`config.mk`:
```
export PLATFORM = sky130hd
export DESIGN_NAME = cwd_config_word_decoder
export DESIGN_NICKNAME = d
export VERILOG_FILES = /design/src/cwd_pkg.sv /design/src/cwd_config_word_decoder.sv /design/src/cwd_prot_decode.sv
export SDC_FILE = /design/constraint.sdc
export NUM_CORES = 1
export LEC_CHECK = 0
export BUFFER_PORTS_ARGS = -buffer_cell sky130_fd_sc_hd__buf_2
export CAP_MARGIN = 20
export CORE_MARGIN = 8
export CORE_UTILIZATION = 45
export DETAILED_ROUTE_END_ITERATION = 6
export GPL_ROUTABILITY_DRIVEN = 1
export GPL_TIMING_DRIVEN = 0
export PLACE_DENSITY_LB_ADDON = 0.2
export SETUP_SLACK_MARGIN = 0.2
export SLEW_MARGIN = 20
export SYNTH_ARGS = -nofsm -noshare
export SYNTH_HDL_FRONTEND = slang
export SYNTH_SLANG_ARGS = --single-unit
```
`constraint.sdc`:
```
create_clock -name clk_i -period 1.3 [get_ports clk_i]
set_input_delay 0.065 -clock clk_i [delete_from_list [all_inputs] [get_ports clk_i]]
set_output_delay 0.065 -clock clk_i [all_outputs]
set_load 0.01 [all_outputs]
```
`src/cwd_pkg.sv`:
```
package cwd_pkg;
	// Configuration field encodings
	localparam logic [2:0] BOOT_SIZE_MID_STD  = 3'h6;
	localparam logic [2:0] BOOT_SIZE_MID_HIGH = 3'h2;
	localparam logic [2:0] BOOT_SIZE_BIG_STD  = 3'h5;
	localparam logic [2:0] BOOT_SIZE_BIG_HIGH = 3'h1;
	localparam logic [2:0] BOOT_SIZE_MAX_STD  = 3'h4;
	localparam logic [2:0] BOOT_SIZE_MAX_HIGH = 3'h0;
	localparam logic [23:0] BOOT_END_MID = 24'h0003fe;
	localparam logic [23:0] BOOT_END_BIG = 24'h0007fe;
	localparam logic [23:0] BOOT_END_MAX = 24'h000ffe;
	localparam logic [11:0] BOOT_WORDS_MID = 12'h300;
	localparam logic [11:0] BOOT_WORDS_BIG = 12'h700;
	localparam logic [1:0] GEN_CP_NONE = 2'h3;
	localparam logic [1:0] GEN_CP_STD  = 2'h2;
	localparam logic [2:0] CLK_FRC_POST = 3'h7;
	localparam logic [2:0] CLK_FRC_DIV16 = 3'h6;
	localparam logic [2:0] CLK_LOW_POWER_INTERNAL_RC     = 3'h5;
	localparam logic [2:0] CLK_SECOND   = 3'h4;
	localparam logic [2:0] CLK_PRI_PLL  = 3'h3;
	localparam logic [2:0] CLK_PRI      = 3'h2;
	localparam logic [2:0] CLK_FRC_PLL  = 3'h1;
	localparam logic [2:0] CLK_FRC      = 3'h0;
	localparam logic [1:0] SWM_SWITCH_ONLY = 2'h1;
	localparam logic [1:0] SWM_BOTH        = 2'h0;
	localparam logic [1:0] POSC_OFF = 2'h3;
	localparam logic [1:0] POSC_HS  = 2'h2;
	localparam logic [1:0] POSC_XT  = 2'h1;
	localparam logic [1:0] POSC_EC  = 2'h0;
	// Reset values of decoded outputs
	localparam logic [2:0] RST_CLK = 3'h0;

	typedef enum logic [1:0] {
		SEC_NONE,
		SEC_STD,
		SEC_HIGH
	} cwd_sec_type;

	// Raw configuration fields
	typedef struct packed {
		logic       boot_write_protect_n;
		logic [2:0] boot_size_security;
		logic [1:0] general_code_protect;
		logic       general_write_protect_n;
		logic       two_speed_startup_en;
		logic [2:0] initial_clock_select;
		logic [1:0] switch_monitor_mode;
		logic       second_pin_function;
		logic [1:0] primary_osc_mode;
	} cwd_cfg_type;

	// Decoded protection
	typedef struct packed {
		logic        boot_present;
		cwd_sec_type boot_security;
		logic [23:0] boot_end;
		logic [11:0] boot_words;
		logic        boot_writable;
		cwd_sec_type general_security;
		logic        general_writable;
	} cwd_prot_type;
endpackage

```
`src/cwd_config_word_decoder.sv`:
```
module cwd_config_word_decoder (
	input  wire logic          clk_i,            // Clock
	input  wire logic          rst_b_i,          // Sync reset, active low
	input  cwd_pkg::cwd_cfg_type cfg_i,          // Configuration fields
	input  wire logic          cfg_wr_i,         // Config field update strobe
	input  wire logic          boot_wr_req_i,    // Write to boot segment
	input  wire logic          gen_wr_req_i,     // Write to general segment
	input  wire logic          src_ready_i,      // Selected source is ready
	input  wire logic          osc_fail_i,       // Oscillator failure seen
	output cwd_pkg::cwd_prot_type prot_o,        // Decoded protection
	output logic               boot_wr_ok_o,     // Boot write allowed
	output logic               gen_wr_ok_o,      // General write allowed
	output logic [2:0]         sys_clk_sel_o,    // Active clock source
	output logic               on_fast_rc_o,     // Running on start RC
	output logic               switch_en_o,      // Clock switching enabled
	output logic               monitor_en_o,     // Fail-safe monitor on
	output logic               clk_fail_trap_o,  // Clock failure trap
	output logic               pin_clk_out_o,    // Second pin drives clock
	output logic               pin_gpio_o,       // Second pin is GPIO
	output logic               posc_en_o,        // Primary oscillator on
	output logic [1:0]         posc_mode_o       // Primary oscillator mode
);
	typedef enum logic [1:0] {
		CWD_BOOT,
		CWD_TWO_SPEED,
		CWD_RUN,
		CWD_FAILED
	} cwd_state_type;

	cwd_pkg::cwd_cfg_type  cfg;
	cwd_pkg::cwd_prot_type next_prot;
	cwd_state_type         state;
	logic [2:0]            clk_sel_held;
	logic                  next_switch_en;
	logic                  next_monitor_en;
	logic                  crystal_mode;

	cwd_prot_decode i_cwd_prot_decode (
		.cfg_i  (cfg),
		.prot_o (next_prot)
	);

	// Fields survive reset like the nonvolatile words they mirror, so a
	// deferred select and the start-up mode reach the next reset exit
	// Limitation: a load must come while reset is still held at power-up
	always_ff @(posedge clk_i) begin
		if (cfg_wr_i)
			cfg <= cfg_i;
	end

	// Select captured at reset exit, updated live only without switching
	always_ff @(posedge clk_i) begin
		if (!rst_b_i)
			clk_sel_held <= cwd_pkg::RST_CLK;
		else if (state == CWD_BOOT || !switch_en_o)
			clk_sel_held <= cfg.initial_clock_select;
	end

	// Switch mode fields decoded as two separate enables
	always_comb begin
		next_switch_en = (cfg.switch_monitor_mode == cwd_pkg::SWM_SWITCH_ONLY)
			|| (cfg.switch_monitor_mode == cwd_pkg::SWM_BOTH);
		next_monitor_en =
			(cfg.switch_monitor_mode == cwd_pkg::SWM_BOTH);
	end

	always_ff @(posedge clk_i) begin
		if (!rst_b_i) begin
			switch_en_o  <= 1'b0;
			monitor_en_o <= 1'b0;
		end else begin
			switch_en_o  <= next_switch_en;
			monitor_en_o <= next_monitor_en;
		end
	end

	// Start-up sequencing and fail-safe fallback
	always_ff @(posedge clk_i) begin
		if (!rst_b_i) begin
			state <= CWD_BOOT;
		end else begin
			case (state)
				CWD_BOOT:
					state <= cfg.two_speed_startup_en ?
						CWD_TWO_SPEED : CWD_RUN;
				CWD_TWO_SPEED:
					if (src_ready_i)
						state <= CWD_RUN;
				CWD_RUN:
					if (monitor_en_o && osc_fail_i)
						state <= CWD_FAILED;
				CWD_FAILED:
					state <= CWD_FAILED; // Left only by reset
				default:
					state <= CWD_BOOT;
			endcase
		end
	end

	// Active source; fast RC during two-speed start and after a failure
	always_ff @(posedge clk_i) begin
		if (!rst_b_i) begin
			sys_clk_sel_o <= cwd_pkg::RST_CLK;
			on_fast_rc_o  <= 1'b1;
		end else if (state == CWD_TWO_SPEED || state == CWD_FAILED) begin
			sys_clk_sel_o <= cwd_pkg::CLK_FRC;
			on_fast_rc_o  <= 1'b1;
		end else if (state == CWD_RUN) begin
			sys_clk_sel_o <= clk_sel_held;
			on_fast_rc_o  <= 1'b0;
		end
	end

	// Trap is sticky until reset so software sees it
	always_ff @(posedge clk_i) begin
		if (!rst_b_i)
			clk_fail_trap_o <= 1'b0;
		else if (state == CWD_RUN && monitor_en_o && osc_fail_i)
			clk_fail_trap_o <= 1'b1;
	end

	// Primary oscillator and second pin
	assign crystal_mode = (cfg.primary_osc_mode == cwd_pkg::POSC_HS) ||
		(cfg.primary_osc_mode == cwd_pkg::POSC_XT);

	always_ff @(posedge clk_i) begin
		if (!rst_b_i) begin
			posc_en_o     <= 1'b0;
			posc_mode_o   <= cwd_pkg::POSC_OFF;
			pin_clk_out_o <= 1'b0;
			pin_gpio_o    <= 1'b0;
		end else begin
			posc_en_o   <= cfg.primary_osc_mode != cwd_pkg::POSC_OFF;
			posc_mode_o <= cfg.primary_osc_mode;
			// Crystal owns the pin, neither function applies
			pin_clk_out_o <= !crystal_mode && cfg.second_pin_function;
			pin_gpio_o    <= !crystal_mode && !cfg.second_pin_function;
		end
	end

	// Protection outputs and write guards
	always_ff @(posedge clk_i) begin
		if (!rst_b_i) begin
			prot_o       <= '0;
			boot_wr_ok_o <= 1'b0;
			gen_wr_ok_o  <= 1'b0;
		end else begin
			prot_o       <= next_prot;
			boot_wr_ok_o <= boot_wr_req_i && next_prot.boot_present &&
				next_prot.boot_writable;
			gen_wr_ok_o  <= gen_wr_req_i && next_prot.general_writable;
		end
	end

	// Checks
	property p_trap;
		@(posedge clk_i) disable iff (!rst_b_i)
		(state == CWD_RUN && monitor_en_o && osc_fail_i) |=>
			clk_fail_trap_o ##1 (sys_clk_sel_o == cwd_pkg::CLK_FRC);
	endproperty
	a_trap: assert property (p_trap) else $error("no trap on failure");

	property p_boot_wp;
		@(posedge clk_i) disable iff (!rst_b_i)
		(!cfg.boot_write_protect_n) |=> !boot_wr_ok_o;
	endproperty
	a_boot_wp: assert property (p_boot_wp) else $error("boot write leak");

	property p_gen_wp;
		@(posedge clk_i) disable iff (!rst_b_i)
		(gen_wr_req_i && cfg.general_write_protect_n) |=> gen_wr_ok_o;
	endproperty
	a_gen_wp: assert property (p_gen_wp) else $error("general write lost");

	property p_mon_implies_sw;
		@(posedge clk_i) disable iff (!rst_b_i)
		monitor_en_o |-> switch_en_o;
	endproperty
	a_mon_implies_sw: assert property (p_mon_implies_sw)
		else $error("monitor without switching");

	property p_sw_only;
		@(posedge clk_i) disable iff (!rst_b_i)
		(cfg.switch_monitor_mode == cwd_pkg::SWM_SWITCH_ONLY) |=>
			(switch_en_o && !monitor_en_o);
	endproperty
	a_sw_only: assert property (p_sw_only) else $error("bad 01 decode");

	property p_two_speed;
		@(posedge clk_i) disable iff (!rst_b_i)
		(state == CWD_TWO_SPEED) |=> on_fast_rc_o;
	endproperty
	a_two_speed: assert property (p_two_speed) else $error("not on RC");

	property p_pin;
		@(posedge clk_i) disable iff (!rst_b_i)
		!(pin_clk_out_o && pin_gpio_o);
	endproperty
	a_pin: assert property (p_pin) else $error("pin both functions");

	property p_posc;
		@(posedge clk_i) disable iff (!rst_b_i)
		(cfg.primary_osc_mode == cwd_pkg::POSC_OFF) |=> !posc_en_o;
	endproperty
	a_posc: assert property (p_posc) else $error("primary not off");

	property p_hold_sel;
		@(posedge clk_i) disable iff (!rst_b_i)
		(state == CWD_RUN && switch_en_o) |=> $stable(clk_sel_held);
	endproperty
	a_hold_sel: assert property (p_hold_sel) else $error("select moved");
endmodule

```
`src/cwd_prot_decode.sv`:
```
// Pure decode of the memory-protection fields
module cwd_prot_decode (
	input  cwd_pkg::cwd_cfg_type  cfg_i,  // Latched configuration
	output cwd_pkg::cwd_prot_type prot_o  // Decoded protection
);
	// Boot size/security table, unlisted codes fall to no segment
	always_comb begin
		prot_o = '0;
		prot_o.boot_writable = cfg_i.boot_write_protect_n;
		prot_o.general_writable = cfg_i.general_write_protect_n;
		case (cfg_i.boot_size_security)
			cwd_pkg::BOOT_SIZE_MID_STD, cwd_pkg::BOOT_SIZE_MID_HIGH: begin
				prot_o.boot_present = 1'b1;
				prot_o.boot_end = cwd_pkg::BOOT_END_MID;
				prot_o.boot_words = cwd_pkg::BOOT_WORDS_MID;
			end
			cwd_pkg::BOOT_SIZE_BIG_STD, cwd_pkg::BOOT_SIZE_BIG_HIGH: begin
				prot_o.boot_present = 1'b1;
				prot_o.boot_end = cwd_pkg::BOOT_END_BIG;
				prot_o.boot_words = cwd_pkg::BOOT_WORDS_BIG;
			end
			cwd_pkg::BOOT_SIZE_MAX_STD, cwd_pkg::BOOT_SIZE_MAX_HIGH: begin
				prot_o.boot_present = 1'b1;
				prot_o.boot_end = cwd_pkg::BOOT_END_MAX;
			end
			default: begin
				prot_o.boot_present = 1'b0;
			end
		endcase
		// Bit 2 clear means high security
		if (prot_o.boot_present)
			prot_o.boot_security = cfg_i.boot_size_security[2] ?
				cwd_pkg::SEC_STD : cwd_pkg::SEC_HIGH;
		else
			prot_o.boot_security = cwd_pkg::SEC_NONE;
		// Codes below 10 treated as standard too
		if (cfg_i.general_code_protect == cwd_pkg::GEN_CP_NONE)
			prot_o.general_security = cwd_pkg::SEC_NONE;
		else
			prot_o.general_security = cwd_pkg::SEC_STD;
	end
endmodule

```
After elaboration in Yosys (flattened, before gate mapping)

Cells that the tools add are included.

Output and inout bits: 57
Register bits: 78

Mux-type cells: 9
Bitwise logic cells: 1
Reductions and logical operators: 25
Equality and inequality tests: 15

Operators with widths:

| kind                 | number |
|---|---|
| $pmux W12 S3         | 1 |
| $pmux W11 S2         | 1 |
| $eq A3 B3 Y1 const B | 3 |
| $eq A2 B2 Y1 const B | 4 |
| $logic_and A1 B1 Y1  | 8 |
| $mux W2              | 4 |
| $pmux W2 S4          | 1 |
| $reduce_or A2 Y1     | 4 |
| $eq A2 B1 Y1 const B | 3 |
| $ne A2 B2 Y1 const B | 3 |
| $reduce_or A6 Y1     | 1 |
| $logic_not A2 Y1     | 2 |
| $logic_or A1 B1 Y1   | 4 |
| $reduce_and A2 Y1    | 2 |
| $eq A3 B1 Y1 const B | 1 |
| $eq A3 B2 Y1 const B | 1 |
| $logic_not A1 Y1     | 3 |
| $logic_not A3 Y1     | 1 |
| $mux W1              | 2 |
| $not A1 Y1           | 1 |

Longest topological paths before layout

Depth after elaboration: 5
Gate-level depth with buffers: 4

Hierarchy

A second synthesis with hierarchy kept.

Cell total of the unflattened synthesis: 209
Area total of the unflattened synthesis: 2585.0 um^2

Modules (own cells, without submodules):

| module                  | sequential area each (um^2) | cells an instance | area each (um^2) | times used |
|---|---|---|---|---|
| cwd_config_word_decoder | 1721.7                      | 165               | 2273.4           | 1 |
| cwd_prot_decode         | 0.0                         | 44                | 311.5            | 1 |

Least setup slack after synthesis

No wires, ideal clock.

Path type: register to register
Start: register cfg[12] (netlist bit)
End: register boot_wr_ok_o
Slack: 0.291 ns
Library setup time: 0.059 ns
Required time: 1.241 ns
Data arrival time: 0.949 ns
Cell stages (with the launch flop): 4
Cells stage by stage: edfxtp_1 -> ha_1 -> and2b_1 -> and3_1

Cells in the longest elaborated chain, start to end: 5
Elaborated cells on any way between the ends: 10
Those cells by class: 5 x eq/ne; 1 x mux; 4 x reduce/logical

Ends and longest elaborated chain:

| item                                 | RTL line                       | text |
|---|---|---|
| start, declared                      | cwd_config_word_decoder.sv:30  | `cwd_pkg::cwd_cfg_type cfg;` |
| start signal, assigned               | cwd_config_word_decoder.sv:48  | `cfg <= cfg_i;` |
| $eq A3 B3 Y1 (tied with other cells) | cwd_prot_decode.sv:11          | `case (cfg_i.boot_size_security)` |
| $reduce_or A6 Y1 (no source line) *  | n/a                            |  |
| $mux W1 *                            | cwd_prot_decode.sv:11          |  |
| $logic_and A1 B1 Y1 * (2 in series)  | cwd_config_word_decoder.sv:149 | `boot_wr_ok_o <= boot_wr_req_i && next_prot.boot_present &&` |
| end signal, assigned                 | cwd_config_word_decoder.sv:149 |  |
| end, declared                        | cwd_config_word_decoder.sv:11  | `output logic boot_wr_ok_o,` |

Every way passes the cells marked *; elsewhere a longest branch is shown, timed or not.
A chain may end at the register's enable or synchronous reset.

Worst setup path in the final report

Same ends and word-level chain as after synthesis.

==> parameters.txt <==
Parameter                              Value

Run status
  Run status    finished, final reports clean

CTS
  Clock buffers created by TritonCTS    5
  CTS tree    yes
  Clock Root Buffer    sky130_fd_sc_hd__clkbuf_8
  Max H-tree Level    2
  Clock latency on the worst-skew pair    290 ps
  Clock sink total    45
  Clock transition at the register clock pins on the worst setup and hold paths after CTS    approximately 80 ps
  Maximum root-to-sink buffer count    2

Worst setup path
  Capturing element type of the critical path    flip-flop
  Data arrival, critical path    around 1300 ps
  Critical path peak fanout    4
  CP Data Required Time    between 1500 and 2000 ps
  Kind of start point of the critical path    flip-flop
  Slowest CP cell    sky130_fd_sc_hd__edfxtp_1
  Number of buffers and inverters on the critical path    0
  Worst setup path class    reg -> reg
  Ordered cell list for the critical path    ha_2, and2b_1, and3_1
  Family of cells with the greatest summed delay on the critical path    flip-flops
  Worst path max stage delay    between 400 and 500 ps

Power
  Sw frac    0.2175
  Total chip power    slightly above 3 mW
  Pint    between 2 and 2.5 mW
  Proportion of power drawn by flip-flops and latches    0.518
  Worst-case vdd ir drop    0.9265 mV
  Leakage Power    around 1.2 nW
  Part of the power in combinational logic    0.142
  Power per Cell Area    between 1000 and 1500 nW/um^2
  Relative contribution of the clock network to total power    0.341
  Power spent charging and discharging nets    0.6769 mW

Finish
  Post-route cell area    2419 sq um
  Post-layout util    0.6606
  Layout filler cell count    287
  Area of the multi-input gates    449.2 sq um
  Share of post-route cells with drive strength above 1    0.4268
  Count of nets after finishing    265
  ANT cells    0
  Most frequent cells in the layout    58 x sky130_fd_sc_hd__buf_2, 33 x sky130_fd_sc_hd__buf_4, 28 x sky130_fd_sc_hd__dfxtp_1
  Sequential cell area    1062 sq um
  Most common cell after layout, fill and taps aside    sky130_fd_sc_hd__buf_2
  Count of placed standard cells in the final layout, fillers left out    between 200 and 300
  Synthesis-to-layout area growth    41.82%

Place
  Half-perimeter wire length after detailed placement    about 2600 um
  Post-placement cell area    2128 sq um
  Count of placed standard cells including taps    262
  Worst slack, placed    ~220 ps
  Port Buf Inserts    56
  Last weighted congestion value of the routability-driven placer    ~0.72

Yosys
  Register bit count reported by yosys    between 40 and 50
  Count of different cell masters after synthesis    27
  Predominant post-synthesis flop cell    sky130_fd_sc_hd__dfxtp_1
  Post-synthesis cell area    between 1500 and 2000 sq um
  Part of the Yosys area used for sequential elements    0.6222
  Mapped Cells    136
  Synth warn    0
  Async set-reset flop share out of synthesis    0
  Number of flops mapped to enable cells by yosys    16
  Avg Synthesized Cell Area    roughly 13 sq um

Floorplanning
  Core Footprint    3661 sq um
  Die boundary width    approximately 78 um
  Number of rows created at floorplan    22
  Area of the die    approximately 6000 sq um
  Die height    approximately 78 um
  I/O Pins    80
  Starting density of the core    0.4658

Timing
  Crit path time final    1051 ps
  Ratio of final minimum period to clock period    0.8081
  Number of max-slew violations in the final report    0
  RSZ-0062 raised after global routing    false
  Total negative slack    0 ps
  Final number of setup-violating endpoints    0
  Final hold violation count    0
  Post-route clock skew    about 4.3 ps
  Highest attainable clock frequency    roughly 950 MHz
  Hold slack final    about 16 ps
  Setup slack of the critical path after layout    249.5 ps

Routing
  Post-DR wirelength/cell    approximately 12 um
  Antenna violation net count after detailed routing    0
  First-iteration detailed-routing DRC count    24
  Number of vias per cell    3.976
  Sum of routed wire length over all layers    approximately 3400 um
  Via Count    around 1100
  Post-route DRC violation count    0
  Length of the first detailed-routing pass in iterations    4

Global route
  Grt total ovfl    0
  Initial antenna violation count    0
  Wire length of the first global-routing pass    around 5300 um
  Total routing usage reported by global routing    0.1105
  Largest net degree at the start of global routing    17
  Vias in the first global route    around 1200

Hold path
  Path type of the worst min-delay path    in -> reg

Run
  Max-cap violation count    0
Yosys cell counts, types with 2 or more instances:
library cell                n  share of area
sky130_fd_sc_hd__buf_4     33           0.15
sky130_fd_sc_hd__dfxtp_1   29           0.34
sky130_fd_sc_hd__edfxtp_1  16           0.28
sky130_fd_sc_hd__and2_1     7          0.026
sky130_fd_sc_hd__mux2i_1    6          0.035
sky130_fd_sc_hd__nand2_1    6          0.013
sky130_fd_sc_hd__nor2_1     5          0.011
sky130_fd_sc_hd__nor2b_1    5          0.018
sky130_fd_sc_hd__ha_1       4          0.029
sky130_fd_sc_hd__and3_1     3          0.011
sky130_fd_sc_hd__inv_1      3         0.0066
sky130_fd_sc_hd__nand2b_1   3          0.011
sky130_fd_sc_hd__buf_2      2         0.0059
power groups by stage:
stage               sequential [mW]  combinational [mW]  clock, mW
finish                         1.61               0.441       1.06
global route                   1.62               0.481       1.13
detailed placement             1.64               0.401          0
global placement               1.64               0.389          0
CTS                            1.61               0.441       1.08
floorplan                      1.66               0.234          0
cell families after synthesis:
family,count (synthesis),share of synthesized area
and+or+nand+nor,34,0.1145
buffers and inverters,39,0.1643
muxes,6,0.03522
AOI/OAI and AO/OA,7,0.03229
adders and majority gates,4,0.02935
DFF,45,0.6222
other,1,0.002199
per-layer routing:
layer	vias to the layer above	track usage	part of all wire
met2	50	0.2081	0.51
li1	592	-	-
met1	495	0.08966	0.37
met4	0	0.03962	0.0097
met3	4	0.07028	0.10
met5	-	0	0
registers in the layout, summed over array words and instances, names as in the netlist, 2 cells and up:
signal         count
prot_o            10
cfg               16
posc_mode_o        2
sys_clk_sel_o      3
state              2
clk_sel_held       3
area by class of cell:
type	instances	share of cell area
buffer	36	0.1112
clock buffer	7	0.03570
clock inverter	1	0.01242
inverter	3	0.004656
multi-input combinational	74	0.1857
sequential	45	0.4392
tap	48	0.02483
timing repair buffer	73	0.1862
worst register-to-register path, cell delays in order, from the launching register on:
cell,delay (ps)
sky130_fd_sc_hd__edfxtp_1,420
sky130_fd_sc_hd__ha_2,210
sky130_fd_sc_hd__and2b_1,220
sky130_fd_sc_hd__and3_1,160
path summary, 6_finish.rpt:
check	end	slack, ps	startpoint	cells past startpoint
worst min register to register	monitor_en_o	400	cfg[3]	1
worst min-delay path	gen_wr_ok_o	20	gen_wr_req_i	2
worst max-delay path	boot_wr_ok_o	250	cfg[12]	3
worst max register to register	boot_wr_ok_o	250	cfg[12]	3
what timing repair did:
item / CTS / global route
hold endpoints to repair: 17 / 0
buffers inserted: 0 / 0
resized for setup: 1 / 1
endpoints found under the setup margin: 9 / 3
hold buffers: 17 / 0
No activity file was read; power rests on OpenSTA's default activity.
